`config.mk`:
```
export PLATFORM = sky130hd
export DESIGN_NAME = ufdc_core
export DESIGN_NICKNAME = d
export VERILOG_FILES = /design/src/shared/ufdc_pkg.sv /design/src/core/ufdc_core.sv
export SDC_FILE = /design/constraint.sdc
export NUM_CORES = 1
export LEC_CHECK = 0
export CORE_ASPECT_RATIO = 1.5
export CORE_MARGIN = 1
export CORE_UTILIZATION = 62
export DETAILED_ROUTE_END_ITERATION = 12
export DONT_BUFFER_PORTS = 1
export PLACE_DENSITY = 0.8
export SLEW_MARGIN = 5
export SYNTH_ARGS = -nofsm -noshare
export SYNTH_HDL_FRONTEND = slang
export SYNTH_SLANG_ARGS = --single-unit
```
`constraint.sdc`:
```
create_clock -name clk_i -period 7.88 [get_ports clk_i]
set_clock_uncertainty 0.05 [all_clocks]
set_input_delay 1.182 -clock clk_i [delete_from_list [all_inputs] [get_ports clk_i]]
set_output_delay 1.182 -clock clk_i [all_outputs]
set_load 0.01 [all_outputs]
```
`src/shared/ufdc_pkg.sv`:
```
package ufdc_pkg;

  // Default FIFO depth in characters.
  localparam int DEPTH = 64;

  // Register byte offsets.
  localparam logic [7:0] ADDR_HOLD = 8'h00;
  localparam logic [7:0] ADDR_CTRL = 8'h04;
  localparam logic [7:0] ADDR_TXCNT = 8'h08;
  localparam logic [7:0] ADDR_RXCNT = 8'h0c;
  localparam logic [7:0] ADDR_STAT = 8'h10;
  localparam logic [7:0] ADDR_CLR = 8'h14;
  localparam logic [7:0] ADDR_IEN = 8'h18;
  localparam logic [7:0] ADDR_FLAG = 8'h1c;

  // Control register field positions.
  localparam int CTRL_EN_BIT = 0;
  localparam int CTRL_RXCLR_BIT = 1;
  localparam int CTRL_TXCLR_BIT = 2;
  localparam int CTRL_MODE_BIT = 3;
  localparam int CTRL_TXTRIG_LSB = 4;
  localparam int CTRL_RXTRIG_LSB = 6;

  // Reset values.
  localparam logic [7:0] CTRL_RESET = 8'h00;
  localparam logic [4:0] IEN_RESET = 5'h00;

  // Trigger levels in characters.
  localparam logic [6:0] RX_TRIG_0 = 7'h08;
  localparam logic [6:0] RX_TRIG_1 = 7'h10;
  localparam logic [6:0] RX_TRIG_2 = 7'h38;
  localparam logic [6:0] RX_TRIG_3 = 7'h3c;
  localparam logic [6:0] TX_TRIG_0 = 7'h08;
  localparam logic [6:0] TX_TRIG_1 = 7'h10;
  localparam logic [6:0] TX_TRIG_2 = 7'h20;
  localparam logic [6:0] TX_TRIG_3 = 7'h38;

  // Event bit positions in the status, clear and enable registers.
  localparam int EV_RX_LEVEL = 0;
  localparam int EV_TX_LEVEL = 1;
  localparam int EV_RX_TMO = 2;
  localparam int EV_RX_OVR = 3;
  localparam int EV_TX_OVR = 4;
  localparam int EV_W = 5;

  // One register bus request.
  typedef struct packed {
    logic [7:0] addr;
    logic [7:0] wdata;
    logic       wr;
    logic       rd;
  } ufdc_bus_t;

  // Request line state.
  typedef enum logic [1:0] {
    UFDC_REQ_IDLE   = 2'b01,
    UFDC_REQ_ACTIVE = 2'b10
  } ufdc_req_st_t;

endpackage

```
`src/core/ufdc_core.sv`:
```
// What this block does
// - Mode 0: tx request low when tx FIFO empty.
// - Mode 0: rx request low when char held.
// - Mode 1: tx interrupt while below trigger.
// - Mode 1: tx request low until full.
// - Mode 1: rx interrupt at trigger, keep filling.
// - Mode 1: rx request low until empty.
// - Rx interrupt at trigger count equality.
// - Tx interrupt when count below trigger.
// - Control bit 3 selects mode, reset 0.
// - Mode 0 tx request low when empty.
// - Mode 0 rx request low while nonempty.
// - Bit 2 clears tx FIFO, self-clears.
// - Bit 1 clears rx FIFO, self-clears.
// - Bit 0 enables both FIFOs, reset off.
// - Other bits written only with bit 0.
// - Bits 7:6 pick rx trigger 8/16/56/60.
// - Bits 5:4 pick tx trigger 8/16/32/56.
//
// Our own choices: the register addresses and strobed register access.
module ufdc_core #(
  parameter int DEPTH = ufdc_pkg::DEPTH
) (
  input  wire logic              clk_i,
  input  wire logic              nrst_i,
  input  wire logic              ce_i,
  input  wire ufdc_pkg::ufdc_bus_t bus_i,
  output logic [7:0]             rdata_o,
  input  wire logic              tx_pop_i,
  output logic [7:0]             tx_data_o,
  output logic                   tx_avail_o,
  input  wire logic              rx_push_i,
  input  wire logic [7:0]        rx_data_i,
  input  wire logic              rx_timeout_i,
  output logic                   tx_irq_o,
  output logic                   rx_irq_o,
  output logic                   tx_request_n_o,
  output logic                   rx_request_n_o,
  output logic                   irq_o
);

  // Pointer and count widths.
  localparam int AW = $clog2(DEPTH);
  localparam int CW = AW + 1;

  // Decodes a trigger select into a character count.
  function automatic logic [CW-1:0] trig_level(
    input logic [1:0] sel,
    input logic       is_rx
  );
    logic [6:0] lvl;
    lvl = 7'h00;
    unique case (sel)
      2'b00: lvl = is_rx ? ufdc_pkg::RX_TRIG_0 : ufdc_pkg::TX_TRIG_0;
      2'b01: lvl = is_rx ? ufdc_pkg::RX_TRIG_1 : ufdc_pkg::TX_TRIG_1;
      2'b10: lvl = is_rx ? ufdc_pkg::RX_TRIG_2 : ufdc_pkg::TX_TRIG_2;
      2'b11: lvl = is_rx ? ufdc_pkg::RX_TRIG_3 : ufdc_pkg::TX_TRIG_3;
    endcase
    return CW'(lvl);
  endfunction

  // Updates a FIFO count by one push and one pop.
  function automatic logic [CW-1:0] count_step(
    input logic [CW-1:0] cnt,
    input logic          push,
    input logic          pop
  );
    return CW'(cnt + CW'(push) - CW'(pop));
  endfunction

  // Configuration fields held from the control register.
  logic                   fifo_en_reg;  // FIFOs enabled.
  logic                   mode_reg;     // DMA signalling mode.
  logic [1:0]             rx_sel_reg;   // Rx trigger select.
  logic [1:0]             tx_sel_reg;   // Tx trigger select.

  // FIFO storage, pointers and counts.
  logic [7:0]             tx_mem [DEPTH];
  logic [7:0]             rx_mem [DEPTH];
  logic [AW-1:0]          tx_wp_reg, tx_rp_reg;
  logic [AW-1:0]          rx_wp_reg, rx_rp_reg;
  logic [CW-1:0]          tx_cnt_reg, rx_cnt_reg;
  logic [CW-1:0]          tx_cnt_next, rx_cnt_next;

  // Request state, output data and interrupt registers.
  ufdc_pkg::ufdc_req_st_t tx_st_reg, tx_st_next;
  ufdc_pkg::ufdc_req_st_t rx_st_reg, rx_st_next;
  logic [7:0]             rdata_reg;
  logic [7:0]             tx_data_reg;
  logic                   tx_lvl_reg, rx_lvl_reg;
  logic [ufdc_pkg::EV_W-1:0] stat_reg, stat_next;
  logic [ufdc_pkg::EV_W-1:0] ien_reg;

  // Bus decode.
  wire hold_wr = bus_i.wr && (bus_i.addr == ufdc_pkg::ADDR_HOLD);
  wire hold_rd = bus_i.rd && (bus_i.addr == ufdc_pkg::ADDR_HOLD);
  wire ctrl_wr = bus_i.wr && (bus_i.addr == ufdc_pkg::ADDR_CTRL);
  wire clr_wr  = bus_i.wr && (bus_i.addr == ufdc_pkg::ADDR_CLR);
  wire ien_wr  = bus_i.wr && (bus_i.addr == ufdc_pkg::ADDR_IEN);

  // Fields other than the enable only land with bit 0 set.
  wire cfg_wr = ctrl_wr && bus_i.wdata[ufdc_pkg::CTRL_EN_BIT];

  // Toggling the enable flushes both FIFOs so depth stays consistent.
  wire en_flip = ctrl_wr &&
    (bus_i.wdata[ufdc_pkg::CTRL_EN_BIT] != fifo_en_reg);

  // Self-clearing flush strobes; never stored.
  wire tx_clear = en_flip ||
    (cfg_wr && bus_i.wdata[ufdc_pkg::CTRL_TXCLR_BIT]);
  wire rx_clear = en_flip ||
    (cfg_wr && bus_i.wdata[ufdc_pkg::CTRL_RXCLR_BIT]);

  // Disabled FIFOs act as a single holding register.
  wire [CW-1:0] limit = fifo_en_reg ? CW'(DEPTH) : CW'(1);

  // Fill conditions.
  wire tx_full  = (tx_cnt_reg >= limit);
  wire rx_full  = (rx_cnt_reg >= limit);
  wire tx_empty = (tx_cnt_reg == '0);
  wire rx_empty = (rx_cnt_reg == '0);

  // Accepted transfers; a push into a full FIFO is dropped.
  wire tx_push = hold_wr && !tx_full;
  wire tx_pop  = tx_pop_i && !tx_empty;
  wire rx_push = rx_push_i && !rx_full;
  wire rx_pop  = hold_rd && !rx_empty;

  // Trigger levels.
  wire [CW-1:0] rx_trig = trig_level(rx_sel_reg, 1'b1);
  wire [CW-1:0] tx_trig = trig_level(tx_sel_reg, 1'b0);

  // Block signalling applies only with FIFOs on and mode 1.
  wire m1 = fifo_en_reg && mode_reg;

  // Interrupt request levels toward the rest of the UART.
  wire tx_lvl = fifo_en_reg ? (tx_cnt_reg < tx_trig) : tx_empty;
  wire rx_lvl = fifo_en_reg ? (rx_cnt_reg >= rx_trig)
                            : !rx_empty;

  // Conditions that start a mode 1 request.
  wire tx_set = (tx_cnt_reg < tx_trig);
  wire rx_set = (rx_cnt_reg >= rx_trig) || rx_timeout_i;

  // Events for the sticky status register.
  wire [ufdc_pkg::EV_W-1:0] ev = {
    hold_wr && tx_full,
    rx_push_i && rx_full,
    rx_timeout_i,
    tx_lvl && !tx_lvl_reg,
    rx_lvl && !rx_lvl_reg
  };

  // Software clear mask.
  wire [ufdc_pkg::EV_W-1:0] clr_mask =
    clr_wr ? bus_i.wdata[ufdc_pkg::EV_W-1:0] : '0;

  // Read multiplexer.
  wire [7:0] ctrl_rd = {rx_sel_reg, tx_sel_reg, mode_reg, 2'b00,
                        fifo_en_reg};
  wire [7:0] flag_rd = {4'h0, !rx_request_n_o, !tx_request_n_o,
                        rx_irq_o, tx_irq_o};
  wire [7:0] rx_head = rx_empty ? 8'h00 : rx_mem[rx_rp_reg];
  wire [7:0] rd_mux =
    (bus_i.addr == ufdc_pkg::ADDR_HOLD)  ? rx_head :
    (bus_i.addr == ufdc_pkg::ADDR_CTRL)  ? ctrl_rd :
    (bus_i.addr == ufdc_pkg::ADDR_TXCNT) ? 8'(tx_cnt_reg) :
    (bus_i.addr == ufdc_pkg::ADDR_RXCNT) ? 8'(rx_cnt_reg) :
    (bus_i.addr == ufdc_pkg::ADDR_STAT)  ? 8'(stat_reg) :
    (bus_i.addr == ufdc_pkg::ADDR_IEN)   ? 8'(ien_reg) :
    (bus_i.addr == ufdc_pkg::ADDR_FLAG)  ? flag_rd : 8'h00;

  // Next counts; a flush wins over a same-cycle transfer.
  assign tx_cnt_next = tx_clear ? '0 : count_step(tx_cnt_reg, tx_push,
                                                  tx_pop);
  assign rx_cnt_next = rx_clear ? '0 : count_step(rx_cnt_reg, rx_push,
                                                  rx_pop);

  // Hardware set wins over a software clear.
  assign stat_next = (stat_reg & ~clr_mask) | ev;

  // Tx request state: armed below trigger, released when full.
  always_comb begin
    tx_st_next = tx_st_reg;
    unique case (tx_st_reg)
      ufdc_pkg::UFDC_REQ_IDLE: begin
        if (m1 && tx_set) begin
          tx_st_next = ufdc_pkg::UFDC_REQ_ACTIVE;
        end
      end
      ufdc_pkg::UFDC_REQ_ACTIVE: begin
        if (!m1 || tx_full) begin
          tx_st_next = ufdc_pkg::UFDC_REQ_IDLE;
        end
      end
      default: begin
        tx_st_next = ufdc_pkg::UFDC_REQ_IDLE;
      end
    endcase
  end

  // Rx request state: armed at trigger or time-out, released on empty.
  always_comb begin
    rx_st_next = rx_st_reg;
    unique case (rx_st_reg)
      ufdc_pkg::UFDC_REQ_IDLE: begin
        if (m1 && rx_set && !rx_empty) begin
          rx_st_next = ufdc_pkg::UFDC_REQ_ACTIVE;
        end
      end
      ufdc_pkg::UFDC_REQ_ACTIVE: begin
        if (!m1 || rx_empty) begin
          rx_st_next = ufdc_pkg::UFDC_REQ_IDLE;
        end
      end
      default: begin
        rx_st_next = ufdc_pkg::UFDC_REQ_IDLE;
      end
    endcase
  end

  // Request lines, combinational from state and counts.
  assign tx_request_n_o = m1
    ? !(((tx_st_reg == ufdc_pkg::UFDC_REQ_ACTIVE) || tx_set) &&
        !tx_full)
    : !tx_empty;
  assign rx_request_n_o = m1
    ? !(((rx_st_reg == ufdc_pkg::UFDC_REQ_ACTIVE) || rx_set) &&
        !rx_empty)
    : rx_empty;

  // Remaining outputs.
  assign tx_irq_o   = tx_lvl;
  assign rx_irq_o   = rx_lvl;
  assign tx_avail_o = !tx_empty;
  assign rdata_o    = rdata_reg;
  assign tx_data_o  = tx_data_reg;
  assign irq_o      = |(stat_reg & ien_reg);

  // Control register fields.
  always_ff @(posedge clk_i) begin
    if (!nrst_i) begin
      fifo_en_reg <= ufdc_pkg::CTRL_RESET[ufdc_pkg::CTRL_EN_BIT];
      mode_reg    <= ufdc_pkg::CTRL_RESET[ufdc_pkg::CTRL_MODE_BIT];
      tx_sel_reg  <= ufdc_pkg::CTRL_RESET[5:4];
      rx_sel_reg  <= ufdc_pkg::CTRL_RESET[7:6];
    end else if (ce_i && ctrl_wr) begin
      fifo_en_reg <= bus_i.wdata[ufdc_pkg::CTRL_EN_BIT];
      if (cfg_wr) begin
        mode_reg   <= bus_i.wdata[ufdc_pkg::CTRL_MODE_BIT];
        tx_sel_reg <= bus_i.wdata[ufdc_pkg::CTRL_TXTRIG_LSB +: 2];
        rx_sel_reg <= bus_i.wdata[ufdc_pkg::CTRL_RXTRIG_LSB +: 2];
      end
    end
  end

  // FIFO counts and pointers.
  always_ff @(posedge clk_i) begin
    if (!nrst_i) begin
      tx_cnt_reg <= '0;
      rx_cnt_reg <= '0;
      tx_wp_reg  <= '0;
      tx_rp_reg  <= '0;
      rx_wp_reg  <= '0;
      rx_rp_reg  <= '0;
    end else if (ce_i) begin
      tx_cnt_reg <= tx_cnt_next;
      rx_cnt_reg <= rx_cnt_next;
      tx_wp_reg  <= tx_clear ? '0 : AW'(tx_wp_reg + AW'(tx_push));
      tx_rp_reg  <= tx_clear ? '0 : AW'(tx_rp_reg + AW'(tx_pop));
      rx_wp_reg  <= rx_clear ? '0 : AW'(rx_wp_reg + AW'(rx_push));
      rx_rp_reg  <= rx_clear ? '0 : AW'(rx_rp_reg + AW'(rx_pop));
    end
  end

  // Character storage; needs no reset since counts guard it.
  always_ff @(posedge clk_i) begin
    if (ce_i && tx_push && !tx_clear) begin
      tx_mem[tx_wp_reg] <= bus_i.wdata;
    end
    if (ce_i && rx_push && !rx_clear) begin
      rx_mem[rx_wp_reg] <= rx_data_i;
    end
  end

  // Request states, read data and character to the shifter.
  always_ff @(posedge clk_i) begin
    if (!nrst_i) begin
      tx_st_reg   <= ufdc_pkg::UFDC_REQ_IDLE;
      rx_st_reg   <= ufdc_pkg::UFDC_REQ_IDLE;
      rdata_reg   <= 8'h00;
      tx_data_reg <= 8'h00;
    end else if (ce_i) begin
      tx_st_reg <= tx_st_next;
      rx_st_reg <= rx_st_next;
      rdata_reg <= bus_i.rd ? rd_mux : 8'h00;
      if (tx_pop) begin
        tx_data_reg <= tx_mem[tx_rp_reg];
      end
    end
  end

  // Interrupt status and enable.
  always_ff @(posedge clk_i) begin
    if (!nrst_i) begin
      stat_reg   <= '0;
      ien_reg    <= ufdc_pkg::IEN_RESET;
      tx_lvl_reg <= 1'b1; // Empty tx side idles high; no false edge.
      rx_lvl_reg <= 1'b0;
    end else if (ce_i) begin
      stat_reg   <= stat_next;
      tx_lvl_reg <= tx_lvl;
      rx_lvl_reg <= rx_lvl;
      if (ien_wr) begin
        ien_reg <= bus_i.wdata[ufdc_pkg::EV_W-1:0];
      end
    end
  end
endmodule

```
==> metrics, run 1 <==
final WL=106 mm; Buffers on Ports=0; Max Fanout on Critical Path=73; post-layout minimum cycle time=4.47 ns; worst slew pin tran=1.32 ns; Clock Latency Late Sink=0.66 ns; TritonCTS clock tree=built; sequential fraction of the synthesis area=0.728; pre-CTS setup slack=2.96 ns; Arr. time, crit path=between 4 and 5 ns; num ports=54; DIE AREA=72900 sq um; Final Wtd Congestion=just under 0.9; maximum VDD drop=0.290 mV; P&R area growth vs syn=8.46%; # setup viols final=0; layout net count=around 2400; HPWL Detailed=66.0 mm; maximum number of pins on one net before global-route repair=107; Netlist cell types=71; synth top area cells=edfxtp_1 (69%), mux4_2 (14%), dfxtp_1 (3.7%); Slew Viols, Final=0; Mapped Avg Cell Area=19.0 sq um; layout cells sized above 1=0.192; first-pass GRT wire length=about 150 mm; Warnings, synthesis=0; Final WS setup=between 3 and 4 ns; Die Span Y=330 um; number of hold buffers added after cts=0; gr usage total=0.300; die span in x=~220 um; Synth top area share=0.691; setup repair bufs after CTS=0; core footprint=71200 sq um; ANT nets after route=0; Yosys top cell by area=edfxtp_1; WL met3=between 7 and 8 mm; Req. time, crit path=8.11 ns; Initial DRT Pass Iterations=10; vias in the first global route=23434; drt wl/cell=31.8 um; Static Leakage=0.0146 uW; Max-Cap Viols=0; setup TNS=0 ns; Via-to-Cell Ratio=6.81; H-Tree Depth=3; critical path class=input port to flip-flop; biggest regs=rx_mem: 512 flops, tx_mem: 512 flops; Post-Syn Area=44500 sq um; Top FF cell, synth=edfxtp_1; Rows=120; #FFs+latches synth=1106; fill count=4349; Initial Utilization=0.625; status=complete, but fails checks; clock-pin slew on the worst setup and hold paths=0.06 ns; Worst slew margin=0.116; CTS root buffer=clkbuf_16; met2 wire length=57.1 mm; Post-Synthesis Cells=2342; Num CTS Buffers=96; utilization after layout=0.678; Hold Violations, Final=0; CTS resizes=0; startpoint types=input port; failing checks=design-rule violations; Async SR Flop Fraction=0; DRC=3; post-synth net total=2421; Longest Clk Path Bufs=3; vias post-DR=22638; Sink Count=1106; antenna violations before repair=2; Diodes inserted=0; Crit. End Element=flip-flop; GRT overflow=0; RSZ-0062 raised after global routing=false; fmax=224 MHz; Hold WC Path Type=flip-flop to flip-flop; 1st-iter DRT viols=2682; met1 wire length=34.8 mm; Synth top cells by count=edfxtp_1 (1024), mux4_2 (282), nor2_1 (189); Fin Hold WS=~0.43 ns; EDFF count, synth=1024; highest metal used=met5; top-count cell post-synth=edfxtp_1; part of the cycle the worst path needs=0.567; Power Density=254 nW/um^2
[cells by family after synthesis]
family          count (synthesis)  synth area share
flops                        1106             0.728
buf+inv                       164            0.0176
compound gates                183            0.0269
xor+xnor                       22           0.00433
fa+ha+maj                      47            0.0136
simple gates                  447            0.0466
mux                           373             0.163
[placed cells by master (no fill, tap or decap), types with 12 or more instances in the layout]
cell and instances:
a21oi_1 60, clkinv_1 24, o21ai_0 20, ha_1 45, nor2_1 189, edfxtp_1 1024, nor2b_1 19, clkbuf_16 100
dfxtp_1 75, a22oi_1 28, mux2i_1 87, inv_1 39, nand4_1 18, clkbuf_1 15, nand2_1 102, buf_4 14
clkinv_2 17, mux4_2 282, nand3_1 40, xor2_1 12, nor3_1 19
[metal layers]
| metal | vias to the layer above | global-route usage |
|---|---|---|
| li1 | 9425 | - |
| met1 | 11717 | 0.342 |
| met2 | 1200 | 0.537 |
| met3 | 292 | 0.0511 |
| met4 | 4 | 0.156 |
| met5 | - | 0 |
[worst max-delay path: stages]
cell and delay (ns):
o21ai_0 0.23, or3_1 0.54, nand2_1 0.32, nor3_1 1.06
nand3_1 0.47, nor2_1 0.81
[path summary, 6_finish.rpt]
check / cells past startpoint / slack (ns) / to / startpoint
max: 6 / 3.41 / rx_mem[56][1] / bus_i[2]
min: 2 / 0.43 / tx_rp_reg[1] / tx_rp_reg[1]
max reg2reg: 9 / 3.43 / rx_mem[56][1] / fifo_en_reg
min reg2reg: 2 / 0.43 / tx_rp_reg[1] / tx_rp_reg[1]
[layout make-up]
class | instances | area [sq um] | share of cell area
clock buffer | 116 | 2570 | 0.0533
sequential | 1106 | 32400 | 0.671
inverter | 40 | 150 | 0.00311
multi-input combinational | 1072 | 11300 | 0.235
clock inverter | 60 | 515 | 0.0107
timing repair buffer | 16 | 145 | 0.00301
tap | 915 | 1140 | 0.0237
[metrics by stage]
step | total power [uW] | cell area [sq um] | instances
after CTS | 12300 | 48300 | 3325
final | 12300 | 48300 | 3325
after global routing | 12600 | 48300 | 3325
after global placement | 7700 | 45200 | 3149
after detailed placement | 7720 | 45200 | 3149
after floorplan | 7410 | 44500 | 2342
[power by group]
group	switching, uW	internal [uW]	total, uW
clock	2090	2590	4680
sequential	88.2	6460	6540
combinational	597	459	1060
(Power assumes the default switching activity.)
==> run 2: changes to the inputs <==
--- a/config.mk
+++ b/config.mk
@@ -7,10 +7,10 @@
 export LEC_CHECK = 0
 export CORE_ASPECT_RATIO = 1.5
 export CORE_MARGIN = 1
-export CORE_UTILIZATION = 62
+export CORE_UTILIZATION = 57
 export DETAILED_ROUTE_END_ITERATION = 12
 export DONT_BUFFER_PORTS = 1
-export PLACE_DENSITY = 0.8
+export PLACE_DENSITY = 0.77
 export SLEW_MARGIN = 5
 export SYNTH_ARGS = -nofsm -noshare
 export SYNTH_HDL_FRONTEND = slang
==> constraint.sdc (replaced) <==
create_clock -name clk_i -period 3.7 [get_ports clk_i]
set_clock_uncertainty 0.05 [all_clocks]
set_input_delay 0.555 -clock clk_i [delete_from_list [all_inputs] [get_ports clk_i]]
set_output_delay 0.555 -clock clk_i [all_outputs]
set_load 0.01 [all_outputs]
==> metrics, run 2 (synthesis results as in run 1) <==
Initial DRT Pass Iterations=6; Longest Clk Path Bufs=3; # setup viols final=0; RSZ-0062 raised after global routing=true; Static Leakage=between 0.015 and 0.02 uW; Max Fanout on Critical Path=2; most frequent cells in the layout=edfxtp_1 (1024), mux4_2 (282), nor2_1 (189), buf_4 (118), nand2_1 (102); Via-to-Cell Ratio=about 6.5; HPWL Detailed=66.2 mm; clock-pin slew on the worst setup and hold paths=0.07 ns; Num CTS Buffers=97; critical path class=flip-flop to flip-flop; Hold Violations, Final=0; Clock Latency Late Sink=0.68 ns; Die Span Y=approximately 340 um; maximum number of pins on one net before global-route repair=65; post-layout minimum cycle time=3.68 ns; TritonCTS clock tree=built; Max-Cap Viols=0; core footprint=77400 sq um; maximum VDD drop=0.686 mV; Arr. time, crit path=approximately 4.2 ns; Diodes inserted=0; Crit. End Element=flip-flop; final WL=107 mm; setup TNS=0 ns; worst slew pin tran=1.07 ns; Slew Viols, Final=0; drt wl/cell=30.0 um; startpoint types=flip-flop; most common cell after layout, fill and taps aside=edfxtp_1; Req. time, crit path=4.24 ns; DIE AREA=79200 sq um; Hold WC Path Type=input port to flip-flop; die span in x=about 230 um; Worst slew margin=0.286; Rows=125; gr usage total=0.275; CTS root buffer=clkbuf_16; placed cells=~3400; DRC=0; layout cells sized above 1=0.244; CP cell instances=inv_2 -> ha_4 -> and4b_1 -> o41a_1 -> nor3_2 -> nand2_1 -> ha_1 -> inv_2 -> ha_4 -> fa_2 -> nand2b_1 -> a21oi_2 -> o21bai_1 -> a21oi_2 -> o21a_1 -> or3_1 -> a31oi_1; fmax=~270 MHz; Initial Utilization=0.575; biggest regs=rx_mem: 512 flops, tx_mem: 512 flops; P&R area growth vs syn=12.5%; Sink Count=approximately 1100; worst stage delay on the critical path=0.44 ns; CP max stage cell=o41a_1; GRT overflow=0; Buffers on Ports=0; antenna violations before repair=1; vias in the first global route=approximately 24000; Fin Hold WS=between 0.015 and 0.02 ns; fin cells=3562; vias post-DR=approximately 23000; num ports=54; H-Tree Depth=3; 1st-iter DRT viols=2300; Power Density=between 500 and 600 nW/um^2; layout net count=about 2500; status=complete, no violations; first-pass GRT wire length=157 mm; ANT nets after route=0; Final Wtd Congestion=0.921; part of the cycle the worst path needs=0.993
## run 2: changes by cell type in the layout (fill, tap and decap cells not counted), sizes merged
cell,before,now
dlygate4sd3,0,6
buf,16,144
clkinv,42,39
inv,42,43
clkbuf,116,124
clkinvlp,8,3
bufinv,8,9
## run 2: stage by stage
step / utilization / total power (uW) / instance area (sq um) / worst slack, ns
2_1_floorplan: - / 15800 / 44500 / 0.0241
3_3_place_gp: 0.597 / 16500 / 46200 / 0.0152
3_5_place_dp: 0.597 / 16500 / 46200 / -0.0219
4_1_cts: 0.646 / 26900 / 50000 / 0.00918
5_1_grt: 0.647 / 27700 / 50100 / -0.208
6_report: 0.647 / 26900 / 50100 / 0.0245
## run 2: power by group
| group | leakage (uW) | switching, uW | total, uW | internal [uW] |
|---|---|---|---|---|
| clock | 0.00161 | 4510 | 10300 | 5840 |
| combinational | 0.00403 | 1520 | 2710 | 1190 |
| sequential | 0.00987 | 131 | 13900 | 13800 |
## run 2: what timing repair did
item,CTS,global route
endpoints found under the setup margin,1,2
pin swaps,1,12
buffers inserted,1,4
gates resized for setup,0,19
endpoints found under the hold margin,1041,0
hold buffers,22,0
## run 2: final timing paths
check | startpoint | end | slack [ns] | depth (start not counted)
setup / recovery | tx_cnt_reg[0] | tx_cnt_reg[6] | 0.02 | 17
setup reg to reg | tx_cnt_reg[0] | tx_cnt_reg[6] | 0.02 | 17
hold reg to reg | rx_rp_reg[0] | flip-flop | 0.45 | 2
hold / removal | ce_i | flip-flop | 0.02 | 2
## run 2: layer usage
metal | vias up | part of all wire | track usage
met5 | - | 0.00012 | 0
met4 | 2 | 0.060 | 0.152
met3 | 310 | 0.066 | 0.0430
met2 | 1121 | 0.54 | 0.499
met1 | 11964 | 0.33 | 0.309
li1 | 9722 | - | -
## run 2: worst max-delay path, delay by kind of cell, from the launching register on
kind | cells | cell delay [ns]
AOI/OAI and AO/OA | 6 | 1.12
buffers and inverters | 2 | 0.09
adders and majority gates | 4 | 1.05
DFF | 1 | 0.34
and+or+nand+nor | 5 | 0.96
## run 2: final cells by class
type | instances | area (sq um)
multi-input cells | 1072 | 11400
clock buffers | 124 | 2710
well taps | 1016 | 1270
fillers | 4947 | 27300
clock inverters | 54 | 551
repair buffers | 150 | 1590
inverters | 40 | 150
flip-flops and latches | 1106 | 32400
